## src/rtl/trig_pkg.sv

```systemverilog
// Package for the measurement trigger control block.
// Assumes a single 100 MHz clock domain and an Avalon-MM register slave.
package trig_pkg;
    localparam int CLK_MHZ = 100;
    localparam int TRIG_DELAY_US = 25;
    localparam int LOW_MIN_US = 25;
    // Longest time rounds down, least time rounds up
    localparam int TRIG_DELAY_CYC = (TRIG_DELAY_US * CLK_MHZ) - 1;
    localparam int LOW_MIN_CYC = LOW_MIN_US * CLK_MHZ;
    localparam logic [15:0] MIN_STEP = 16'h0003;

    // Register byte addresses (word aligned)
    localparam logic [7:0] ADDR_CTRL = 8'h00;
    localparam logic [7:0] ADDR_INTERVAL = 8'h04;
    localparam logic [7:0] ADDR_STEP = 8'h08;
    localparam logic [7:0] ADDR_STATUS = 8'h0c;
    localparam logic [7:0] ADDR_RESULT = 8'h10;
    localparam logic [7:0] ADDR_ENC_POS = 8'h14;
    localparam logic [7:0] ADDR_SEL = 8'h18;
    localparam logic [7:0] ADDR_ARG = 8'h1c;
    localparam logic [7:0] ADDR_PSTAT = 8'h20;
    localparam logic [7:0] ADDR_RET_ARG = 8'h24;

    // Control register fields
    localparam int CTRL_MODE_LSB = 0;
    localparam int CTRL_LASER_ON = 2;
    localparam int CTRL_SW_TRIG = 3;
    localparam int CTRL_LOAD_REQ = 4;

    // Parameterization status bits
    localparam int PSTAT_DONE = 0;
    localparam int PSTAT_ERROR = 2;

    localparam logic [15:0] ERR_BLOCKED = 16'h0001;
    localparam logic [15:0] ERR_BAD_SETUP = 16'h0002;
    localparam logic [15:0] ERR_BAD_SELECTOR = 16'h0003;
    localparam logic [15:0] SETUP_COUNT = 16'h0004;

    localparam logic [31:0] RESET_INTERVAL = 32'h000003e8;
    localparam logic [15:0] RESET_STEP = 16'h0003;

    typedef enum logic [1:0] {
        MODE_SINGLE = 2'b00,
        MODE_CONTINUOUS = 2'b01,
        MODE_INTERVAL = 2'b10,
        MODE_ENCODER = 2'b11
    } trig_mode_t;

    typedef enum logic [1:0] {
        ST_HOLD = 2'b00,
        ST_DELAY = 2'b01,
        ST_MEASURE = 2'b10
    } meas_state_t;
endpackage

```

## src/rtl/measurement_trigger_control.sv

```systemverilog
// Measurement trigger control: trigger input, field-bus trigger, encoder
// pacing and setup-load handshake, with an Avalon-MM register slave.
// Assumes the measuring engine answers meas_start with one meas_done pulse.
`timescale 1ns/1ns

module measurement_trigger_control
    import trig_pkg::*;
(
    input wire logic mclk, // 100 MHz clock
    input wire logic reset_n, // Synchronous reset, active low
    input wire logic [7:0] avs_address, // Byte address
    input wire logic avs_read, // Read request
    input wire logic avs_write, // Write request
    input wire logic [31:0] avs_writedata, // Write data
    input wire logic [3:0] avs_byteenable, // Byte enables
    output logic [31:0] avs_readdata, // Read data
    output logic avs_waitrequest, // Stall
    input wire logic trigger_in, // Trigger pin, from outside
    input wire logic encoder_channel_a, // Encoder channel A pin
    input wire logic encoder_channel_b, // Encoder channel B pin
    input wire logic encoder_reference, // Once-per-turn pulse, unused
    input wire logic config_locked, // Another session holds the setups
    output logic meas_start, // One-cycle start to measuring engine
    input wire logic meas_done, // One-cycle done from measuring engine
    input wire logic [31:0] meas_value, // Value with meas_done
    output logic [31:0] result_value, // Held measured value
    output logic outputs_frozen, // Output functions frozen
    output logic laser_reduced, // Laser at reduced power
    output logic [15:0] active_setup // Currently loaded setup index
);

    ////////////////////////////////////////////////////////////////////////
    // Input synchronisers
    logic [2:0] trig_sync;
    logic [2:0] enc_a_sync;
    logic [2:0] enc_b_sync;
    logic trig_level;
    logic enc_a_level;
    logic enc_b_level;

    always_ff @(posedge mclk) begin
        if (!reset_n) begin
            trig_sync <= 3'h0;
            enc_a_sync <= 3'h0;
            enc_b_sync <= 3'h0;
        end else begin
            trig_sync <= {trig_sync[1:0], trigger_in};
            enc_a_sync <= {enc_a_sync[1:0], encoder_channel_a};
            enc_b_sync <= {enc_b_sync[1:0], encoder_channel_b};
        end
    end

    // A level changes only when stages two and three agree
    always_ff @(posedge mclk) begin
        if (!reset_n) begin
            trig_level <= 1'b0;
            enc_a_level <= 1'b0;
            enc_b_level <= 1'b0;
        end else begin
            if (trig_sync[1] == trig_sync[2]) begin
                trig_level <= trig_sync[2];
            end
            if (enc_a_sync[1] == enc_a_sync[2]) begin
                enc_a_level <= enc_a_sync[2];
            end
            if (enc_b_sync[1] == enc_b_sync[2]) begin
                enc_b_level <= enc_b_sync[2];
            end
        end
    end

    wire trig_fall = trig_level && (trig_sync[1] == trig_sync[2]) && !trig_sync[2];

    ////////////////////////////////////////////////////////////////////////
    // Registers
    logic [1:0] mode;
    logic laser_on;
    logic [31:0] interval;
    logic [15:0] step_width;
    logic [15:0] selector;
    logic [15:0] argument;
    logic load_done;
    logic load_error;
    logic [15:0] ret_arg;
    logic trig_pend;
    logic [31:0] enc_pos;
    logic enc_dir;
    logic [15:0] step_cnt;
    logic [31:0] int_cnt;
    logic [12:0] low_cnt;
    meas_state_t state;
    logic [15:0] delay_cnt;

    wire trig_mode_t cur_mode = trig_mode_t'(mode);
    wire wr = avs_write;
    wire rd = avs_read;
    wire sel_ctrl = (avs_address == ADDR_CTRL);
    wire sel_int = (avs_address == ADDR_INTERVAL);
    wire sel_step = (avs_address == ADDR_STEP);
    wire sel_sel = (avs_address == ADDR_SEL);
    wire sel_arg = (avs_address == ADDR_ARG);
    wire sel_pstat = (avs_address == ADDR_PSTAT);
    wire wr_ctrl = wr && sel_ctrl && avs_byteenable[0];
    // Software trigger acts in single mode only; repeat modes pace themselves
    wire sw_trig = wr_ctrl && avs_writedata[CTRL_SW_TRIG];
    wire load_req = wr_ctrl && avs_writedata[CTRL_LOAD_REQ];
    wire step_ok = ({avs_writedata[15:8], avs_writedata[7:0]} >= MIN_STEP);
    wire is_load = (selector == 16'h0000);
    wire load_fail = config_locked || (argument >= SETUP_COUNT);
    wire load_ok = load_req && is_load && !load_fail;
    wire load_bad = load_req && !load_ok;

    // Slave answers in the request cycle; no wait states
    assign avs_waitrequest = 1'b0;

    always_ff @(posedge mclk) begin
        if (!reset_n) begin
            mode <= MODE_SINGLE;
            laser_on <= 1'b0;
            interval <= RESET_INTERVAL;
            step_width <= RESET_STEP;
            selector <= 16'h0000;
            argument <= 16'h0000;
        end else begin
            if (wr_ctrl) begin
                mode <= avs_writedata[CTRL_MODE_LSB +: 2];
                laser_on <= avs_writedata[CTRL_LASER_ON];
            end
            if (wr && sel_int) begin
                interval <= avs_writedata;
            end
            if (wr && sel_step && step_ok) begin
                step_width <= avs_writedata[15:0];
            end
            if (wr && sel_sel) begin
                selector <= avs_writedata[15:0];
            end
            if (wr && sel_arg) begin
                argument <= avs_writedata[15:0];
            end
        end
    end

    // Setup load handshake; a fresh request clears the old flags
    always_ff @(posedge mclk) begin
        if (!reset_n) begin
            load_done <= 1'b0;
            load_error <= 1'b0;
            ret_arg <= 16'h0000;
            active_setup <= 16'h0000;
        end else if (load_req) begin
            load_done <= load_ok;
            load_error <= load_bad;
            if (load_ok) begin
                active_setup <= argument;
                ret_arg <= argument;
            end else if (!is_load) begin
                ret_arg <= ERR_BAD_SELECTOR;
            end else if (config_locked) begin
                ret_arg <= ERR_BLOCKED;
            end else begin
                ret_arg <= ERR_BAD_SETUP;
            end
        end else if (wr && sel_pstat) begin
            load_done <= 1'b0;
            load_error <= 1'b0;
        end
    end

    ////////////////////////////////////////////////////////////////////////
    // Encoder: quadrature decode, every edge counts unless A and B change in the same cycle
    logic enc_a_prev;
    logic enc_b_prev;
    wire a_edge = enc_a_level ^ enc_a_prev;
    wire b_edge = enc_b_level ^ enc_b_prev;
    // Forward when A leads B
    wire dir_fwd = a_edge ? (enc_a_level != enc_b_level) : (enc_a_level == enc_b_level);
    // Both channels count, so one encoder line gives four steps
    wire enc_step = a_edge ^ b_edge;
    // encoder_reference is never read: the reference pulse plays no part
    wire step_hit = enc_step && (step_cnt >= step_width - 16'h0001);

    always_ff @(posedge mclk) begin
        if (!reset_n) begin
            enc_a_prev <= 1'b0;
            enc_b_prev <= 1'b0;
            enc_pos <= 32'h00000000;
            enc_dir <= 1'b0;
            step_cnt <= 16'h0000;
        end else begin
            enc_a_prev <= enc_a_level;
            enc_b_prev <= enc_b_level;
            if (enc_step) begin
                enc_dir <= dir_fwd;
                enc_pos <= dir_fwd ? enc_pos + 32'h00000001 : enc_pos - 32'h00000001;
                step_cnt <= step_hit ? 16'h0000 : step_cnt + 16'h0001;
            end
        end
    end

    ////////////////////////////////////////////////////////////////////////
    // Trigger pending and pacing
    wire single = (cur_mode == MODE_SINGLE);
    wire paused = trig_level;
    wire int_hit = (int_cnt >= interval);
    wire low_ok = (low_cnt >= 13'(LOW_MIN_CYC));
    wire ext_evt = single && trig_fall && low_ok;
    wire rep_evt = !single && !paused && (
        (cur_mode == MODE_CONTINUOUS) ||
        (cur_mode == MODE_INTERVAL && int_hit) ||
        (cur_mode == MODE_ENCODER && step_hit));
    wire take = (state == ST_HOLD) && trig_pend && laser_on;

    always_ff @(posedge mclk) begin
        if (!reset_n) begin
            low_cnt <= 13'h0000;
            int_cnt <= 32'h00000000;
        end else begin
            // Low time is held while the pin is high and judged at the next fall;
            // clearing it on the rising side would refuse every pulse
            if (trig_fall) begin
                low_cnt <= 13'h0000;
            end else if (!trig_level && !low_ok) begin
                low_cnt <= low_cnt + 13'h0001;
            end
            int_cnt <= (int_hit || cur_mode != MODE_INTERVAL) ? 32'h00000000
                : int_cnt + 32'h00000001;
        end
    end

    // Set wins over the clear when both fall in one cycle
    always_ff @(posedge mclk) begin
        if (!reset_n) begin
            trig_pend <= 1'b0;
        end else if (ext_evt || (sw_trig && single) || rep_evt) begin
            trig_pend <= laser_on;
        end else if (take || !laser_on) begin
            trig_pend <= 1'b0;
        end
    end

    ////////////////////////////////////////////////////////////////////////
    // Measurement sequencer
    wire delay_end = (delay_cnt == 16'h0000);

    always_ff @(posedge mclk) begin
        if (!reset_n) begin
            state <= ST_HOLD;
            delay_cnt <= 16'h0000;
        end else begin
            case (state)
                ST_HOLD: begin
                    if (take) begin
                        state <= ST_DELAY;
                        delay_cnt <= 16'h0000;
                    end
                end
                ST_DELAY: begin
                    if (delay_end) begin
                        state <= ST_MEASURE;
                    end else begin
                        delay_cnt <= delay_cnt - 16'h0001;
                    end
                end
                ST_MEASURE: begin
                    if (meas_done) begin
                        state <= ST_HOLD;
                    end
                end
                default: begin
                    state <= ST_HOLD;
                end
            endcase
        end
    end

    // Start leaves within one cycle of the pending check, well under the limit
    assign meas_start = (state == ST_DELAY) && delay_end;
    assign laser_reduced = (state == ST_HOLD);

    always_ff @(posedge mclk) begin
        if (!reset_n) begin
            result_value <= 32'h00000000;
            outputs_frozen <= 1'b0;
        end else begin
            if (meas_done && state == ST_MEASURE) begin
                result_value <= meas_value;
            end
            if (single && trig_level) begin
                outputs_frozen <= 1'b1;
            end else if (meas_done && state == ST_MEASURE) begin
                outputs_frozen <= 1'b0;
            end
        end
    end

    ////////////////////////////////////////////////////////////////////////
    // Read mux
    // Unmapped addresses read as zero so software can probe the map safely
    wire [31:0] rd_ctrl = {27'h0000000, 1'b0, 1'b0, laser_on, mode};
    wire [31:0] rd_status = {27'h0000000, outputs_frozen, enc_dir, trig_pend, state};
    wire [31:0] rd_pstat = {29'h00000000, load_error, 1'b0, load_done};
    wire [31:0] rd_mux =
        sel_ctrl ? rd_ctrl :
        sel_int ? interval :
        sel_step ? {16'h0000, step_width} :
        (avs_address == ADDR_STATUS) ? rd_status :
        (avs_address == ADDR_RESULT) ? result_value :
        (avs_address == ADDR_ENC_POS) ? enc_pos :
        sel_sel ? {16'h0000, selector} :
        sel_arg ? {16'h0000, argument} :
        sel_pstat ? rd_pstat :
        (avs_address == ADDR_RET_ARG) ? {16'h0000, ret_arg} : 32'h00000000;

    // Read data is combinational so it stands at the zero-wait edge
    assign avs_readdata = rd ? rd_mux : 32'h00000000;

endmodule // measurement_trigger_control

```

## config.mk

```make
export PLATFORM = sky130hd
export DESIGN_NAME = measurement_trigger_control
export DESIGN_NICKNAME = d
export VERILOG_FILES = /design/src/rtl/trig_pkg.sv /design/src/rtl/measurement_trigger_control.sv
export SDC_FILE = /design/constraint.sdc
export NUM_CORES = 1
export LEC_CHECK = 0
export CORE_ASPECT_RATIO = 0.7
export CORE_MARGIN = 3
export CORE_UTILIZATION = 44
export DETAILED_ROUTE_END_ITERATION = 8
export DONT_BUFFER_PORTS = 1
export PLACE_DENSITY = 0.65
export SLEW_MARGIN = 15
export SYNTH_ARGS = -nofsm -noshare
export SYNTH_HDL_FRONTEND = slang
export SYNTH_SLANG_ARGS = --single-unit
```

## constraint.sdc

```tcl
create_clock -name mclk -period 5.76 [get_ports mclk]
set_input_delay 1.44 -clock mclk [delete_from_list [all_inputs] [get_ports mclk]]
set_output_delay 1.44 -clock mclk [all_outputs]
set_load 0.005 [all_outputs]
```

==> results of run 1 <==
## registers in the layout (all words and copies together) (netlist names), 32 cells and up
register	flops
interval	32
enc_pos	32
result_value	32
int_cnt	32
## routing by layer
layer	up-vias	track usage (%)
met1	5794	34.2
met4	4	6.25
met2	497	34.1
met5	-	0
li1	6041	-
met3	63	5.88
## power by group through the flow
stage	Combinational (W)	Clock, W	Sequential (W)
6_report	0.0000642	0.00193	0.00193
5_1_grt	0.0000709	0.00204	0.00193
4_1_cts	0.0000638	0.00195	0.00193
3_5_place_dp	0.0000638	0	0.00197
3_3_place_gp	0.0000628	0	0.00197
2_1_floorplan	0.0000539	0	0.00197
## path summary, 6_finish.rpt
check | end | slack, ns | depth (start not counted)
worst min-delay path | enc_a_sync[1]$_SDFF_PN0_ | 0.43 | 1
worst max-delay path | avs_readdata[1] | 0.81 | 9
worst min register to register | enc_a_sync[1]$_SDFF_PN0_ | 0.43 | 1
worst max register to register | int_cnt[27]$_SDFF_PP0_ | 1.42 | 11
## cell type report
type,count,area [sq um],share of cell area (%)
Multi-Input combinational cell,1321,8020,52.0
Sequential cell,277,5550,36.0
Timing Repair Buffer,16,120,0.779
Inverter,64,243,1.57
Clock inverter,10,116,0.755
Clock buffer,43,848,5.50
Tap cell,420,526,3.41
## per-stage QoR
step                area (sq um)  util (%)  setup WS (ns)  hold slack, ns  std cells
floorplan                  14100         -           1.26           0.412       1745
global placement           14400      46.1          0.936           0.416       2098
detailed placement         14400      46.1          0.876           0.425       2098
CTS                        15400      49.1          0.862           0.440       2151
global route               15400      49.2          0.704           0.458       2151
finish                     15400      49.2          0.814           0.435       2151
## placed cells by master, fill, tap and decap left out, drive strengths merged, types with 43 or more instances in the layout
master,instances
a21oi,164
nand2,308
xor2,56
inv,66
ha,84
clkbuf,43
xnor2,44
dfxtp,277
o21ai,50
nor2,194
## cells by family (layout without fill, tap and decap cells)
group	Yosys count	after routing
and+or+nand+nor	724	724
AOI/OAI and AO/OA	380	380
DFF	277	277
buffers and inverters	147	133
xor gates and xnor gates	100	100
adders and majority gates	85	85
muxes	31	31
other	1	1
==> flow_summary.json, run 1 <==
{
  "status": "finished, final reports clean",
  "yosys.area.top_type": "dfxtp_1",
  "h-tree-depth": 1,
  "end_kind": "output port",
  "routed_wl_mm": 41.1,
  "antenna_found_initial": 3,
  "finalSetupTns_ns": 0,
  "grt_util_all_layers_pct": 23.3,
  "cts_made_buffers": 29,
  "clkPwrFrac_pct": 49.2,
  "finish.net_count": 1880,
  "core_area_sq_um": 31400,
  "clkSinkCount": 277,
  "synth_top_area_share_pct": 39.4,
  "grt_pass1_wl_mm": 64.0,
  "synthAdderAreaFrac_pct": 7.61,
  "ys_ff_latch": 277,
  "synth_mux_area_share_pct": 2.27,
  "rsz0062_at_grt": "false",
  "root_buffer": "clkbuf_16",
  "top_layer_used": "met5",
  "finalHoldViolCount": 0,
  "setup_violations": 0,
  "cpPeakStageDelay_ns": 0.42,
  "clk_pin_slew_ns": 0.06,
  "num_antenna_cells": 0,
  "grt-ovfl-total": 0,
  "switching_power_w": 0.000871,
  "finalCriticalPeriod_ns": 4.95,
  "synth_edf_count": 0,
  "drt_iter0_drc": 1147,
  "post_cts_resized": 0,
  "comb_power_share_pct": 1.6,
  "arrival_ns": 3.51,
  "maxCapViolCount": 0,
  "netSwitchingFraction_pct": 22.2,
  "cts_tree": "built",
  "crit_buf_inv": 1,
  "start_kind": "input port",
  "synth_area_sq_um": 14100,
  "drcViolationCount": 0,
  "worstSetupPathType": "input port to output port",
  "crit_start": "avs_address[1]",
  "wl_met2_mm": 16.9,
  "syn_avg_cell_area_sq_um": 8.07,
  "worstPathRequired_ns": 4.32,
  "min_from": "enc_a_sync[0]$_SDFF_PN0_",
  "worst_path_dominant_cell_family": "compound AO/OA/AOI/OAI gates",
  "die_area_sq_um": 34200,
  "maxSlewHeadroom_pct": 6.62,
  "hold_class": "register to register",
  "synthDistinctLibCells": 66,
  "ant_nets": 0,
  "yosysSeqAreaShare_pct": 39.4,
  "synth_flop_cell": "dfxtp_1",
  "syn_inst": 1745,
  "synth.most_common_cell": "nand2_1",
  "synth_top_family_by_area": "simple AND/OR/NAND/NOR gates",
  "synth_compound_area_share_pct": 17.2,
  "synth_commonest_cells": "nand2_1 (308), dfxtp_1 (277), nor2_1 (194)",
  "fp.dieW_um": 220,
  "grt_max_degree": 83,
  "cellLeakagePower_nw": 5.93,
  "hold_buffers": 0,
  "internal-power_w": 0.00305,
  "crit_path_cell_trace": "nor3_1, nand2_1, nor2_2, buf_4, a21oi_1, a211oi_1, a21oi_1, a221oi_1, nor2b_1",
  "yosys-top-cells-area": "dfxtp_1 (39%), nand2_1 (8.2%), ha_1 (7.5%)",
  "power_frac_seq_pct": 49.2,
  "syn-num-nets": 1916,
  "synthXorXnorAreaFrac_pct": 6.22,
  "synthSimpleGateAreaFrac_pct": 23.2,
  "p_total_w": 0.00392,
  "drive_gt1_share_pct": 5.20,
  "critPathMaxFanout": 33,
  "fp.dieH_um": 156,
  "clock_latency_ns": 0.58,
  "skew_ns": 0.0194,
  "met3_length_mm": 4.14,
  "fmax_mhz": 202,
  "initial_core_util_pct": 44.9,
  "grt_pass1_vias": 11500,
  "place.gp.congestion": 0.887,
  "cpMostUsedCell": "a21oi_1",
  "vias": 12400,
  "post_drt_wl_per_cell_um": 19.1,
  "wl_met1_mm": 19.0,
  "worst_slew_pin_slew_ns": 1.40,
  "yosys_warnings": 0,
  "slew_violations": 0,
  "viasPerCell": 5.76,
  "io_pins": 170,
  "post-cts-setup-buffers": 0,
  "first_pass_iters": 6,
  "vdd_drop_max_mv": 0.215,
  "syn2layout_area_growth_pct": 9.52,
  "cts_max_path_buffers": 3,
  "r2r_start": "interval[13]$_SDFFE_PN0P_",
  "numPortBuffers": 0,
  "synthArstFlopShare_pct": 0,
  "fin_crit_sh_pct": 85.9,
  "rows": 54,
  "critPathSlowestCell": "buf_4",
  "dp_hpwl_mm": 29.8,
  "n_fill_cell": 3047,
  "power_density_nw_per_um2": 254
}
(Power assumes the default switching activity.)
==> run 2, diff against run 1 <==
CORE_UTILIZATION = 50   (was 44)
PLACE_DENSITY = 0.71   (was 0.65)
RECOVER_POWER = 100   (was default)
==> flow_summary.json, run 2 (same netlist as run 1, synthesis figures left out) <==
{
  "slew_violations": 167,
  "power_frac_seq_pct": 49.9,
  "grt_pass1_wl_mm": 64.1,
  "cts_made_buffers": 27,
  "worstSetupPathType": "input port to output port",
  "rows": 50,
  "antenna_found_initial": 0,
  "dp_hpwl_mm": 29.9,
  "routed_wl_mm": 40.8,
  "clk_pin_slew_ns": 0.06,
  "grt_util_all_layers_pct": 26.3,
  "finalCriticalPeriod_ns": 5.16,
  "fin_crit_sh_pct": 89.6,
  "fp.dieW_um": 207,
  "skew_ns": 0.0236,
  "crit_path_cell_trace": "nor3_1, nand2b_1, nor2_1, clkbuf_1, o21ai_0, nand2_1, a2111oi_0, a2111oi_0, buf_4",
  "cellLeakagePower_nw": 5.85,
  "vdd_drop_max_mv": 0.207,
  "h-tree-depth": 1,
  "p_total_w": 0.00386,
  "clkPwrFrac_pct": 48.4,
  "maxCapViolCount": 4,
  "io_pins": 170,
  "drt_iter0_drc": 1308,
  "root_buffer": "clkbuf_16",
  "grt-ovfl-total": 0,
  "post_drt_wl_per_cell_um": 19.5,
  "hold_buffers": 0,
  "cts_max_path_buffers": 3,
  "ff2ff_setup_slack_ns": 0.98,
  "vias": 12500,
  "grt_max_degree": 65,
  "post_cts_resized": 0,
  "fp.dieH_um": 146,
  "grt_util_met2_pct": 38.2,
  "worst_slew_pin_slew_ns": 2.92,
  "arrival_ns": 3.72,
  "start_kind": "input port",
  "critPathMaxFanout": 19,
  "power_density_nw_per_um2": 253,
  "cpPeakStageDelay_ns": 0.74,
  "cts_tree": "built",
  "netSwitchingFraction_pct": 21.4,
  "finish.net_count": 1881,
  "post-cts-setup-buffers": 0,
  "die_area_sq_um": 30200,
  "grt.busiest_layer": "met2",
  "hold_class": "register to register",
  "finalSetupTns_ns": 0,
  "drcViolationCount": 0,
  "grtUsageMet1_pct": 37.1,
  "syn2layout_area_growth_pct": 8.21,
  "critPathSlowestCell": "clkbuf_1",
  "switching_power_w": 0.000827,
  "num_antenna_cells": 0,
  "clkSinkCount": 277,
  "most-common-layout-cells": "nand2_1 (308), dfxtp_1 (277), nor2_1 (192), a21oi_1 (164), ha_1 (84)",
  "viasPerCell": 5.97,
  "worstPathRequired_ns": 4.32,
  "finalHoldViolCount": 0,
  "comb_power_share_pct": 1.7,
  "worst_path_dominant_cell_family": "buffers and inverters",
  "ant_nets": 0,
  "crit_buf_inv": 2,
  "initial_core_util_pct": 51.7,
  "mostFrequentLayoutCell": "nand2_1",
  "fmax_mhz": 194,
  "cpMostUsedCell": "a2111oi_0",
  "setup_violations": 0,
  "first_pass_iters": 7,
  "status": "complete, but fails checks",
  "n_fill_cell": 2528,
  "numPortBuffers": 0,
  "grt_pass1_vias": 11700,
  "violations": "max-capacitance violations, max-slew violations",
  "core_area_sq_um": 27200,
  "maxSlewHeadroom_pct": -94.8,
  "rsz0062_at_grt": "false",
  "place.gp.congestion": 0.917,
  "internal-power_w": 0.00303,
  "grt_util_met3_pct": 8.60,
  "clock_latency_ns": 0.57,
  "final_core_util_pct": 56.0,
  "whs_ns": 0.449,
  "drive_gt1_share_pct": 4.05,
  "end_kind": "output port"
}
-- run 2: cell count changes in the layout (fill, tap and decap cells not counted), sizes merged --
cell / previous run / this run
clkinvlp: 1 / 2
inv: 66 / 64
bufinv: 2 / 4
buf: 16 / 9
clkbuf: 43 / 46
-- run 2: per-layer routing --
metal  share of wire [%]  routed length, um  up-vias
met5                   0                  0        -
met4                 3.2               1310        0
met3                  11               4570       80
met2                  42              17000      546
met1                  44              17900     5824
li1                    -                  -     6031
-- run 2: path summary, 6_finish.rpt --
check                                                start                        to  depth (start not counted)
worst max register to register  step_width[3]$_SDFFE_PN0P_  step_cnt[0]$_SDFFE_PN0P_                         15
worst max-delay path                        avs_address[5]           avs_readdata[0]                          9
worst min register to register    enc_a_sync[0]$_SDFF_PN0_  enc_a_sync[1]$_SDFF_PN0_                          1
worst min-delay path              enc_a_sync[0]$_SDFF_PN0_  enc_a_sync[1]$_SDFF_PN0_                          1
-- run 2: area by class of cell --
| type | count | area (sq um) | share of cell area, % |
|---|---|---|---|
| Multi-Input combinational cell | 1321 | 7960 | 52.3 |
| Clock buffer | 36 | 749 | 4.92 |
| Inverter | 64 | 241 | 1.59 |
| Timing Repair Buffer | 19 | 106 | 0.698 |
| Tap cell | 364 | 455 | 2.99 |
| Clock inverter | 11 | 173 | 1.13 |
| Sequential cell | 277 | 5550 | 36.4 |
-- run 2: power groups by stage --
stage	logic (W)	clock network [W]	registers (W)
3_5_place_dp	0.0000637	0	0.00197
3_3_place_gp	0.0000619	0	0.00197
6_report	0.0000640	0.00187	0.00193
5_1_grt	0.0000708	0.00199	0.00193
2_1_floorplan	0.0000539	0	0.00197
4_1_cts	0.0000640	0.00190	0.00193
-- run 2: per-stage QoR --
stage          instance area (sq um)  std cells  setup slack, ns
2_1_floorplan                  14100       1745             1.26
3_3_place_gp                   14400       2045            0.929
3_5_place_dp                   14400       2045            0.973
4_1_cts                        15300       2092            0.966
5_1_grt                        15200       2092            0.450
6_report                       15200       2092            0.598
